===== src/rtl/hotplug_pkg.sv =====
// Constants shared by the dual-slot hot-plug fault sequencer.
// Assumes a single 250 MHz clock; millisecond timers count a 1 ms tick.
package hotplug_pkg;

  // Clock and tick
  localparam int CLK_PERIOD_NS = 4;
  localparam int TICK_TIME_NS  = 1000000;
  localparam int TICK_CYCLES   = TICK_TIME_NS / CLK_PERIOD_NS;

  // Millisecond timers, in ticks
  localparam int       TMR_W          = 10;
  localparam int       DIG_FILTER_MS  = 40;
  localparam int       RETRY_MS       = 820;
  localparam int       DEBOUNCE_MS    = 10;
  localparam int       PG_DELAY_MS    = 164;
  localparam bit [9:0] DIG_FILTER_CNT = 10'(DIG_FILTER_MS);
  localparam bit [9:0] RETRY_CNT      = 10'(RETRY_MS);
  localparam bit [9:0] DEBOUNCE_CNT   = 10'(DEBOUNCE_MS);
  localparam bit [9:0] PG_DELAY_CNT   = 10'(PG_DELAY_MS);

  // APB register map
  localparam int        ADDR_W         = 8;
  localparam bit [7:0]  CTRL_ADDR      = 8'h00;
  localparam bit [7:0]  STATUS_ADDR    = 8'h04;
  localparam bit [31:0] CTRL_RESET     = 32'h0000_0000;
  localparam int        CTRL_RETRY_BIT = 0;

  // Status field positions, two bits each (slot A low, slot B high)
  localparam int ST_MAIN_FAULT = 0;
  localparam int ST_AUX_FAULT  = 2;
  localparam int ST_PG         = 4;
  localparam int ST_DLY_PG     = 6;
  localparam int ST_CRSW_OPEN  = 8;
  localparam int ST_IRQ        = 10;
  localparam int ST_MAIN_ON    = 12;
  localparam int ST_AUX_ON     = 14;

endpackage


===== src/rtl/hotplug_sequencer.sv =====
// Per-slot enable, breaker, thermal, retention and power-good sequencing
// for two hot-plug slots, with a small APB register window.
// Assumes analog comparators arrive as level events; one 250 MHz clock.
//
// The APB register port and the register offsets were chosen for this implementation.

// How it works
// - Main supply undervoltage while enabled raises faults
// - Aux rail follows only its enable, standby
// - Slow main overcurrent trips both main rails
// - Fast-trip threshold shuts main rails immediately
// - Undervoltage trips breaker only while mains on
// - Aux breaker trips only on timer expiry
// - Any trip raises matching fault and interrupt
// - Interrupt clears only on slot enable fall
// - Overload starts analog and 40 ms filters
// - Breaker trips on the shorter filter delay
// - Latch-off holds trip until enable toggles
// - Auto-retry restarts after 820 ms counter
// - Grounded filter pin uses digital delay only
// - 140C aux overload kills slot, aux fault
// - 160C kills both slots, both aux faults
// - Gates stay off unless retention switch low
// - Retention switch debounced for 10 ms
// - Force-on powers slot, drops all protections except standby UV on aux
// - Force-on asserts power-good, releases faults
// - Power-good needs enable and three live rails
// - Delayed power-good follows 164 ms later
// - Enables are active-high level inputs
module hotplug_sequencer
  import hotplug_pkg::*;
#(
  parameter int TICK_DIV = TICK_CYCLES
)
(
  input  wire logic              pclk,
  input  wire logic              presetn,
  // APB slave
  input  wire logic              psel,
  input  wire logic              penable,
  input  wire logic              pwrite,
  input  wire logic [ADDR_W-1:0] paddr,
  input  wire logic [31:0]       pwdata,
  output logic [31:0]            prdata,
  output logic                   pready,
  output logic                   pslverr,
  // Controller pins, per slot
  input  wire logic [1:0]        main_enable_in,
  input  wire logic [1:0]        aux_enable_in,
  input  wire logic [1:0]        card_retention_sw_n,
  input  wire logic [1:0]        diag_force_on_n,
  // Analog events, per slot except die_hot_160 (shared)
  input  wire logic [1:0]        main_12v_input_uv,
  input  wire logic [1:0]        main_3v3_input_uv,
  input  wire logic [1:0]        standby_supply_uv,
  input  wire logic [1:0]        main_over_limit,
  input  wire logic [1:0]        main_fast_trip,
  input  wire logic [1:0]        aux_over_limit,
  input  wire logic [1:0]        fault_filter_cap_timeout,
  input  wire logic [1:0]        fault_filter_cap_pin_grounded,
  input  wire logic [1:0]        main_12v_good,
  input  wire logic [1:0]        main_3v3_good,
  input  wire logic [1:0]        aux_good,
  input  wire logic [1:0]        die_hot_140,
  input  wire logic              die_hot_160,
  // Rail drives and status pins
  output logic [1:0]             main_12v_gate_on,
  output logic [1:0]             main_3v3_gate_on,
  output logic [1:0]             aux_rail_out,
  output logic [1:0]             main_fault_n,
  output logic [1:0]             aux_fault_n,
  output logic [1:0]             slot_power_good_n,
  output logic [1:0]             delayed_power_good_n,
  output logic                   interrupt_n,
  output logic                   system_power_good
);

  localparam int SYNC_W = 33;
  // Idle pin levels: force-on and retention switch rest high
  localparam logic [SYNC_W-1:0] SYNC_IDLE = {{(SYNC_W-8){1'b0}}, 4'hf, 4'h0};

  initial
  begin
    if (TICK_DIV < 2)
      $error("hotplug_sequencer: TICK_DIV must be at least 2");
  end

  // Input synchronisers
  logic [SYNC_W-1:0] sync1;
  logic [SYNC_W-1:0] sync2;
  wire  [SYNC_W-1:0] raw_in = {die_hot_160, die_hot_140, aux_good, main_3v3_good,
                               main_12v_good, fault_filter_cap_pin_grounded,
                               fault_filter_cap_timeout, aux_over_limit,
                               main_fast_trip, main_over_limit, standby_supply_uv,
                               main_3v3_input_uv, main_12v_input_uv, diag_force_on_n,
                               card_retention_sw_n, aux_enable_in, main_enable_in};

  always_ff @(posedge pclk or negedge presetn)
  begin
    if (!presetn)
    begin
      sync1 <= SYNC_IDLE;
      sync2 <= SYNC_IDLE;
    end
    else
    begin
      sync1 <= raw_in;
      sync2 <= sync1;
    end
  end

  wire       s_h160;
  wire [1:0] s_h140;
  wire [1:0] s_aux_good;
  wire [1:0] s_3v3_good;
  wire [1:0] s_12v_good;
  wire [1:0] s_cap_gnd;
  wire [1:0] s_cap_to;
  wire [1:0] s_aux_oc;
  wire [1:0] s_fast;
  wire [1:0] s_main_oc;
  wire [1:0] s_stby_uv;
  wire [1:0] s_uv33;
  wire [1:0] s_uv12;
  wire [1:0] s_force_n;
  wire [1:0] s_crsw_n;
  wire [1:0] s_aux_en;
  wire [1:0] s_main_en;

  assign {s_h160, s_h140, s_aux_good, s_3v3_good, s_12v_good, s_cap_gnd, s_cap_to,
          s_aux_oc, s_fast, s_main_oc, s_stby_uv, s_uv33, s_uv12, s_force_n,
          s_crsw_n, s_aux_en, s_main_en} = sync2;

  // Common millisecond tick
  logic tick;

  tick_divider #(.DIV(TICK_DIV)) u_tick (
    .pclk    (pclk),
    .presetn (presetn),
    .tick    (tick)
  );

  // Software control
  logic [31:0] ctrl;
  wire         auto_retry = ctrl[CTRL_RETRY_BIT];

  // Per-slot state seen by the status register and global outputs
  wire [1:0] main_fault;
  wire [1:0] aux_fault;
  wire [1:0] pg;
  wire [1:0] dly_pg;
  wire [1:0] crsw_open;
  wire [1:0] irq;
  wire [1:0] force_on;
  wire [1:0] slot_short;

  genvar i;
  generate
    for (i = 0; i < 2; i++)
    begin : g_slot
      logic crsw_deb;
      logic main_en_q;
      logic aux_en_q;
      logic main_trip;
      logic aux_trip;
      logic therm_off;
      logic main_flt;
      logic aux_flt;
      logic irq_q;
      logic main_on;
      logic aux_on;
      logic pg_q;
      logic deb_done;
      logic main_flt_done;
      logic aux_flt_done;
      logic retry_done;
      logic dpg_done;

      wire frc       = ~s_force_n[i];
      wire crsw_ok   = ~crsw_deb;
      wire main_fall = main_en_q & ~s_main_en[i];
      wire aux_fall  = aux_en_q & ~s_aux_en[i];
      wire main_uv   = s_uv12[i] | s_uv33[i];
      wire cap_trip  = ~s_cap_gnd[i] & s_cap_to[i];
      wire main_slow = main_flt_done | (s_main_oc[i] & main_on & cap_trip);
      wire aux_slow  = aux_flt_done | (s_aux_oc[i] & aux_on & cap_trip);
      wire main_ev   = ~frc & s_main_en[i]
                       & ((main_uv & main_on) | (s_fast[i] & main_on) | main_slow);
      wire uv_fault  = ~frc & s_main_en[i] & main_uv;
      wire aux_ev    = ~frc & s_aux_en[i] & aux_slow;
      wire hot_ev    = ~frc & ((s_h140[i] & s_aux_oc[i]) | s_h160);
      wire retry_go  = retry_done & auto_retry;
      wire next_main_on = frc | (s_main_en[i] & crsw_ok & ~main_uv & ~main_trip
                                 & ~therm_off & ~main_ev & ~hot_ev);
      wire next_aux_on  = ~s_stby_uv[i] & (frc | (s_aux_en[i] & crsw_ok & ~aux_trip
                                 & ~therm_off & ~aux_ev & ~hot_ev));
      wire next_pg      = frc | (s_main_en[i] & s_aux_en[i] & main_on & aux_on
                                 & s_12v_good[i] & s_3v3_good[i] & s_aux_good[i]);

      // Retention switch debounce
      ms_timer u_deb (
        .pclk    (pclk),
        .presetn (presetn),
        .tick    (tick),
        .run     (s_crsw_n[i] != crsw_deb),
        .limit   (DEBOUNCE_CNT),
        .done    (deb_done)
      );

      // Digital filters start with the overload
      ms_timer u_main_flt (
        .pclk    (pclk),
        .presetn (presetn),
        .tick    (tick),
        .run     (s_main_oc[i] & main_on & ~frc),
        .limit   (DIG_FILTER_CNT),
        .done    (main_flt_done)
      );

      ms_timer u_aux_flt (
        .pclk    (pclk),
        .presetn (presetn),
        .tick    (tick),
        .run     (s_aux_oc[i] & aux_on & ~frc),
        .limit   (DIG_FILTER_CNT),
        .done    (aux_flt_done)
      );

      // Cool-down before retry
      ms_timer u_retry (
        .pclk    (pclk),
        .presetn (presetn),
        .tick    (tick),
        .run     (auto_retry & (main_trip | aux_trip | therm_off)),
        .limit   (RETRY_CNT),
        .done    (retry_done)
      );

      // Delayed power-good
      ms_timer u_dpg (
        .pclk    (pclk),
        .presetn (presetn),
        .tick    (tick),
        .run     (pg_q),
        .limit   (PG_DELAY_CNT),
        .done    (dpg_done)
      );

      always_ff @(posedge pclk or negedge presetn)
      begin
        if (!presetn)
        begin
          crsw_deb  <= 1'b1;
          main_en_q <= 1'b0;
          aux_en_q  <= 1'b0;
          main_trip <= 1'b0;
          aux_trip  <= 1'b0;
          therm_off <= 1'b0;
          main_flt  <= 1'b0;
          aux_flt   <= 1'b0;
          irq_q     <= 1'b0;
          main_on   <= 1'b0;
          aux_on    <= 1'b0;
          pg_q      <= 1'b0;
        end
        else
        begin
          crsw_deb  <= deb_done ? s_crsw_n[i] : crsw_deb;
          main_en_q <= s_main_en[i];
          aux_en_q  <= s_aux_en[i];
          main_trip <= main_ev | (main_trip & ~main_fall & ~retry_go);
          aux_trip  <= aux_ev | (aux_trip & ~aux_fall & ~retry_go);
          therm_off <= hot_ev | (therm_off & ~aux_fall & ~retry_go);
          main_flt  <= main_ev | uv_fault | (main_flt & ~main_fall);
          aux_flt   <= aux_ev | hot_ev | (aux_flt & ~aux_fall);
          irq_q     <= main_ev | aux_ev | hot_ev | uv_fault
                       | (irq_q & ~main_fall & ~aux_fall);
          main_on   <= next_main_on;
          aux_on    <= next_aux_on;
          pg_q      <= next_pg;
        end
      end

      assign main_fault[i] = main_flt & ~frc;
      assign aux_fault[i]  = aux_flt & ~frc;
      assign pg[i]         = pg_q;
      assign dly_pg[i]     = frc | dpg_done;
      assign crsw_open[i]  = crsw_deb;
      assign irq[i]        = irq_q & ~frc;
      assign force_on[i]   = frc;
      assign slot_short[i] = (s_main_en[i] | s_aux_en[i]) & crsw_ok & ~frc
                             & ~(s_12v_good[i] & s_3v3_good[i] & s_aux_good[i]);
      assign main_12v_gate_on[i] = main_on;
      assign main_3v3_gate_on[i] = main_on;
      assign aux_rail_out[i]     = aux_on;
    end
  endgenerate

  // Status pins, registered
  always_ff @(posedge pclk or negedge presetn)
  begin
    if (!presetn)
    begin
      main_fault_n         <= 2'h3;
      aux_fault_n          <= 2'h3;
      slot_power_good_n    <= 2'h3;
      delayed_power_good_n <= 2'h3;
      interrupt_n          <= 1'b1;
      system_power_good    <= 1'b1;
    end
    else
    begin
      main_fault_n         <= ~main_fault;
      aux_fault_n          <= ~aux_fault;
      slot_power_good_n    <= ~pg;
      delayed_power_good_n <= ~dly_pg;
      interrupt_n          <= ~|irq;
      system_power_good    <= (|force_on) | ~|slot_short;
    end
  end

  // APB slave: one wait state, then ready
  wire        access   = psel & penable & ~pready;
  wire        hit_ctrl = (paddr == CTRL_ADDR);
  wire        hit_stat = (paddr == STATUS_ADDR);
  wire        mapped   = hit_ctrl | hit_stat;
  wire [31:0] status   = {16'h0000, aux_rail_out, main_12v_gate_on, irq, crsw_open,
                          dly_pg, pg, aux_fault, main_fault};
  wire [31:0] rd_mux   = hit_ctrl ? ctrl : hit_stat ? status : 32'h0000_0000;

  always_ff @(posedge pclk or negedge presetn)
  begin
    if (!presetn)
    begin
      ctrl    <= CTRL_RESET;
      pready  <= 1'b0;
      pslverr <= 1'b0;
      prdata  <= 32'h0000_0000;
    end
    else
    begin
      pready  <= access;
      pslverr <= access & ~mapped;
      prdata  <= (access & ~pwrite) ? rd_mux : prdata;
      if (psel && penable && pready && pwrite && hit_ctrl)
        ctrl <= pwdata & 32'h0000_0001;
    end
  end

endmodule // hotplug_sequencer


===== src/rtl/tick_divider.sv =====
// Divides the system clock into a one-cycle enable pulse.
// Assumes one clock and an asynchronous active-low reset.
module tick_divider
  import hotplug_pkg::*;
#(
  parameter int DIV = TICK_CYCLES
)
(
  input  wire logic pclk,
  input  wire logic presetn,
  output logic      tick
);

  localparam int CW = $clog2(DIV);

  initial
  begin
    if (DIV < 2)
      $error("tick_divider: DIV must be at least 2");
  end

  logic [CW-1:0] count;
  wire           wrap = (count == CW'(DIV - 1));

  always_ff @(posedge pclk or negedge presetn)
  begin
    if (!presetn)
    begin
      count <= '0;
      tick  <= 1'b0;
    end
    else
    begin
      count <= wrap ? '0 : count + CW'(1);
      tick  <= wrap;
    end
  end

endmodule // tick_divider


===== src/rtl/ms_timer.sv =====
// Tick counter that flags when a run has lasted the given number of ticks.
// Assumes tick is a one-cycle enable; dropping run clears the count.
module ms_timer
  import hotplug_pkg::*;
#(
  parameter int W = TMR_W
)
(
  input  wire logic         pclk,
  input  wire logic         presetn,
  input  wire logic         tick,
  input  wire logic         run,
  input  wire logic [W-1:0] limit,
  output logic              done
);

  initial
  begin
    if (W < 1)
      $error("ms_timer: W must be positive");
  end

  logic [W-1:0] count;
  wire          last = tick && (count == limit - W'(1));

  always_ff @(posedge pclk or negedge presetn)
  begin
    if (!presetn)
    begin
      count <= '0;
      done  <= 1'b0;
    end
    else
    begin
      count <= (!run) ? '0 : (tick && !done) ? count + W'(1) : count;
      done  <= run && (done || last);
    end
  end

endmodule // ms_timer


===== config.mk =====
export PLATFORM = sky130hd
export DESIGN_NAME = hotplug_sequencer
export DESIGN_NICKNAME = d
export VERILOG_FILES = /design/src/rtl/hotplug_pkg.sv /design/src/rtl/hotplug_sequencer.sv /design/src/rtl/tick_divider.sv /design/src/rtl/ms_timer.sv
export SDC_FILE = /design/constraint.sdc
export NUM_CORES = 1
export LEC_CHECK = 0
export BUFFER_PORTS_ARGS = -buffer_cell sky130_fd_sc_hd__buf_2
export CAP_MARGIN = 20
export CORE_ASPECT_RATIO = 0.9
export CORE_UTILIZATION = 40
export CTS_CLUSTER_DIAMETER = 60
export DETAILED_ROUTE_END_ITERATION = 7
export HOLD_SLACK_MARGIN = 0.1
export PLACE_DENSITY = 0.64
export RECOVER_POWER = 25
export SYNTH_ARGS = -nofsm -noshare
export SYNTH_HDL_FRONTEND = slang
export SYNTH_HIERARCHICAL = 1
export SYNTH_SLANG_ARGS = --single-unit

===== constraint.sdc =====
create_clock -name pclk -period 2.8 [get_ports pclk]
set_input_delay 0.14 -clock pclk [delete_from_list [all_inputs] [get_ports pclk]]
set_output_delay 0.14 -clock pclk [all_outputs]
set_load 0.02 [all_outputs]

==> flow_metrics.py <==
metrics = {
    "floorplan": {
        "die_area_sq_um": 34400,
        "rows": 63,
        "ios": 128,
        "design.core.area_sq_um": 33000,
        "die_x_microns": 195,
        "start_util_pct": 40.8,
        "floorplan.die.height_microns": 176,
    },
    "synthesis": {
        "number_of_flops_mapped_to_enable_cells_by_yosys": 0,
        "ys.warnings.count": 6,
        "netlist.area_leader.share_pct": 42.4,
        "yosys.cell_count.top_type": "sky130_fd_sc_hd__dfrtp_1",
        "synth.ff_latch_count": 248,
        "synth_top_cells_by_count": "sky130_fd_sc_hd__dfrtp_1, sky130_fd_sc_hd__xnor2_1, sky130_fd_sc_hd__nand2_1, sky130_fd_sc_hd__xor2_1, sky130_fd_sc_hd__and2_1",
        "synth_area_sq_um": 13500,
        "synth_area_per_cell_sq_um": 10.2,
        "dominantRegCellSynth": "sky130_fd_sc_hd__dfrtp_1",
        "yosysUniqueCellTypes": 60,
        "synth_top_area_cells": "sky130_fd_sc_hd__dfrtp_1, sky130_fd_sc_hd__xnor2_1, sky130_fd_sc_hd__xor2_1",
        "synthesized_netlist_cell_count": 1324,
        "netlist.top_cell.by_area": "sky130_fd_sc_hd__dfrtp_1",
        "synth-seq-area-share_pct": 46.3,
        "synth-async-reset-ratio_pct": 100,
    },
    "setup_path": {
        "required_time_of_the_worst_setup_path_ns": 3.24,
        "crit_end": "g_slot[1].u_aux_flt/done",
        "startpoint_type": "flop",
        "worstPathArrival_ns": 2.51,
        "r2r_slack_ns": 0.73,
        "criticalPathCategory": "flop to flop",
        "critPathCaptureType": "flop",
        "cp_max_fo": 14,
        "worst_setup_startpoint": "sync2[7]",
        "endpoint_of_the_most_critical_register_to_register_path": "g_slot[1].u_aux_flt/done",
        "r2r_start": "sync2[7]",
        "count_of_cells_along_the_worst_register_to_register_path": 5,
    },
    "clock_network": {
        "post_cts_buffers": 0,
        "cts.reportedPaths.clkPinSlew_ns": 0.06,
        "cts_tree": "built",
        "cts_num_sinks": 248,
        "root_buffer": "sky130_fd_sc_hd__clkbuf_16",
        "tritoncts.num_buffers": 28,
        "max-clock-path-buffers": 3,
        "htreeDepth": 1,
        "insertion_delay_ns": 0.55,
    },
    "global_routing": {
        "global_route.usage.met2_pct": 27.6,
        "use_met3_pct": 2.48,
        "grt_first_pass_wirelength_microns": 47700,
        "grt_max_degree": 96,
        "use_met1_pct": 23.2,
        "grt_antenna_before_repair": 0,
        "grt_most_used_layer": "met2",
        "first_global_vias": 10100,
        "grt_total_ovfl": 0,
        "globalRouteTotalUtil_pct": 16.7,
    },
    "power_and_ir_drop": {
        "leakagePower_nw": 8.32,
        "pwr_density_cell_nw_per_um2": 475,
        "vdd_drop_max_mv": 0.471,
    },
    "route": {
        "detailedRoute.firstPassIterationCount": 5,
        "detail_route.iter0.violations": 382,
        "wire_per_inst_microns": 11.8,
        "route.antenna.remaining_nets": 0,
        "dr_total_vias": 10300,
        "routed_wirelength_microns": 27400,
        "average_via_count_per_standard_cell": 4.46,
        "drc": 0,
    },
    "sta": {
        "hold_viol": 0,
        "fin_setup_tns_ns": 0,
        "timing.final.crit_period_ns": 2.07,
        "hold_slack_ns": 0.209,
        "setup_viol": 0,
        "max_freq_ghz": 0.483,
        "finalMaxSlewViolations": 0,
        "slew-limit-headroom_pct": 48.9,
        "finalCritPeriodShare_pct": 73.9,
        "worst_slew_pin_slew_ns": 0.766,
        "worst_clock_skew_ns": 0.0159,
        "rsz0062_at_grt": "false",
    },
    "run_status": {
        "run_status": "finished clean",
    },
    "finish": {
        "postLayoutCellArea_sq_um": 17300,
        "utilization_pct": 52.3,
        "layout.filler_cells": 3002,
        "multi_input_gate_area_sq_um": 8350,
        "insertedDiodeCount": 0,
        "drive_gt1_share_pct": 10.7,
        "layout.area.seq_sq_um": 6230,
        "final_net_count": 1973,
        "area_growth_syn_to_layout_pct": 28.4,
    },
    "hold_path": {
        "timing.hold.worst.class": "input port to flop",
    },
    "placement": {
        "port-buffer-count": 80,
        "dpl_cell_area_sq_um": 15900,
        "place.gp.congestion": 0.794,
        "hpwl_microns": 19800,
    },
    "job": {
        "max_cap_viol_count": 0,
    },
}
-- where the power goes --
part           leakage (nW)  switching, mW  internal, mW
registers              3.20         0.0748          3.69
logic                  4.64          0.393         0.254
clock network         0.478           1.48          2.31
-- worst min-delay path by stage --
stage                                   from                  endpoint  slack [ns]  cells past startpoint
after CTS                               psel                 prdata[9]        0.18                      5
after floorplan                      presetn                   ctrl[0]       -0.16                      0
after detailed placement             presetn                 sync1[25]        0.25                      1
after global placement               presetn  g_slot[1].u_deb/count[9]        0.24                      1
final                                   psel                 prdata[5]        0.21                      5
after global routing      diag_force_on_n[1]                  sync1[7]        0.21                      2
-- state kept, by name (all words and copies together), names as in the netlist, 16 cells and up --
name                     flops
g_slot.u_aux_flt/count      20
sync2                       33
u_tick/count                18
g_slot.u_deb/count          20
g_slot.u_main_flt/count     20
prdata                      16
g_slot.u_dpg/count          20
sync1                       33
g_slot.u_retry/count        20
-- worst max-delay path, stage by stage, from the launching register on --
cell and delay [ns]:
sky130_fd_sc_hd__dfstp_2 0.72, sky130_fd_sc_hd__and3_1 0.45, sky130_fd_sc_hd__and3_1 0.22, sky130_fd_sc_hd__nand4_1 0.09, sky130_fd_sc_hd__a2111o_1 0.29, sky130_fd_sc_hd__o31ai_1 0.19
-- cell type report --
cell class,count,area share [%]
clock inverters,14,0.955
multi-input cells,1399,48.3
inverters,63,1.37
well taps,422,3.05
repair buffers,134,5.56
flip-flops and latches,248,36.0
clock buffers,38,4.68
-- placed cells by master, fill, tap and decap left out, drive strengths merged, types with 11 or more instances in the layout --
cell type / count
dfstp: 20
clkbuf: 40
and4: 12
dfrtp: 228
nand3b: 11
a2111oi: 12
o31ai: 22
dlygate4sd3: 44
xnor2: 118
nand4: 17
mux2i: 11
nor4: 16
and3: 46
xor2: 88
a211oi: 21
conb: 436
nor2b: 34
nor2: 59
a21oi: 23
a31oi: 14
nand2: 97
nand3: 61
and2: 81
nor3: 16
inv: 65
o21ai: 42
ha: 21
nand2b: 14
o211ai: 15
buf: 88
-- per-stage QoR --
stage / total power [mW] / cells / setup slack (ns)
after floorplan: 4.22 / 1758 / 1.05
after global placement: 4.40 / 2222 / 0.794
after detailed placement: 4.41 / 2222 / 0.740
after CTS: 8.30 / 2318 / 0.698
after global routing: 8.56 / 2318 / 0.547
final: 8.21 / 2318 / 0.730
-- repair_timing --
item,CTS,global route
hold endpoints to repair,128,0
resized for setup,0,0
hold buffers,44,0
-- routing by layer --
metal  part of all wire [%]  wire length (microns)  vias to the layer above
met2                     45                  12400                      128
met4                    1.7                    463                        0
li1                       -                      -                     5312
met1                     50                  13700                     4853
met3                    3.1                    856                       34
met5                      0                      0                        -
-- kinds of logic (layout without fill, tap and decap cells) --
family | Yosys count | count (layout) | synth area share (%)
other | 2 | 436 | 0.0558
XOR/XNOR | 206 | 206 | 13.4
buffers and inverters | 111 | 249 | 3.77
AO/OA/AOI/OAI | 217 | 217 | 11.9
flip-flops | 248 | 248 | 46.3
adder cells (fa/ha/maj) | 21 | 21 | 1.95
multiplexers | 12 | 12 | 0.901
AND/OR/NAND/NOR | 507 | 507 | 21.7
No activity file was read; power rests on OpenSTA's default activity.
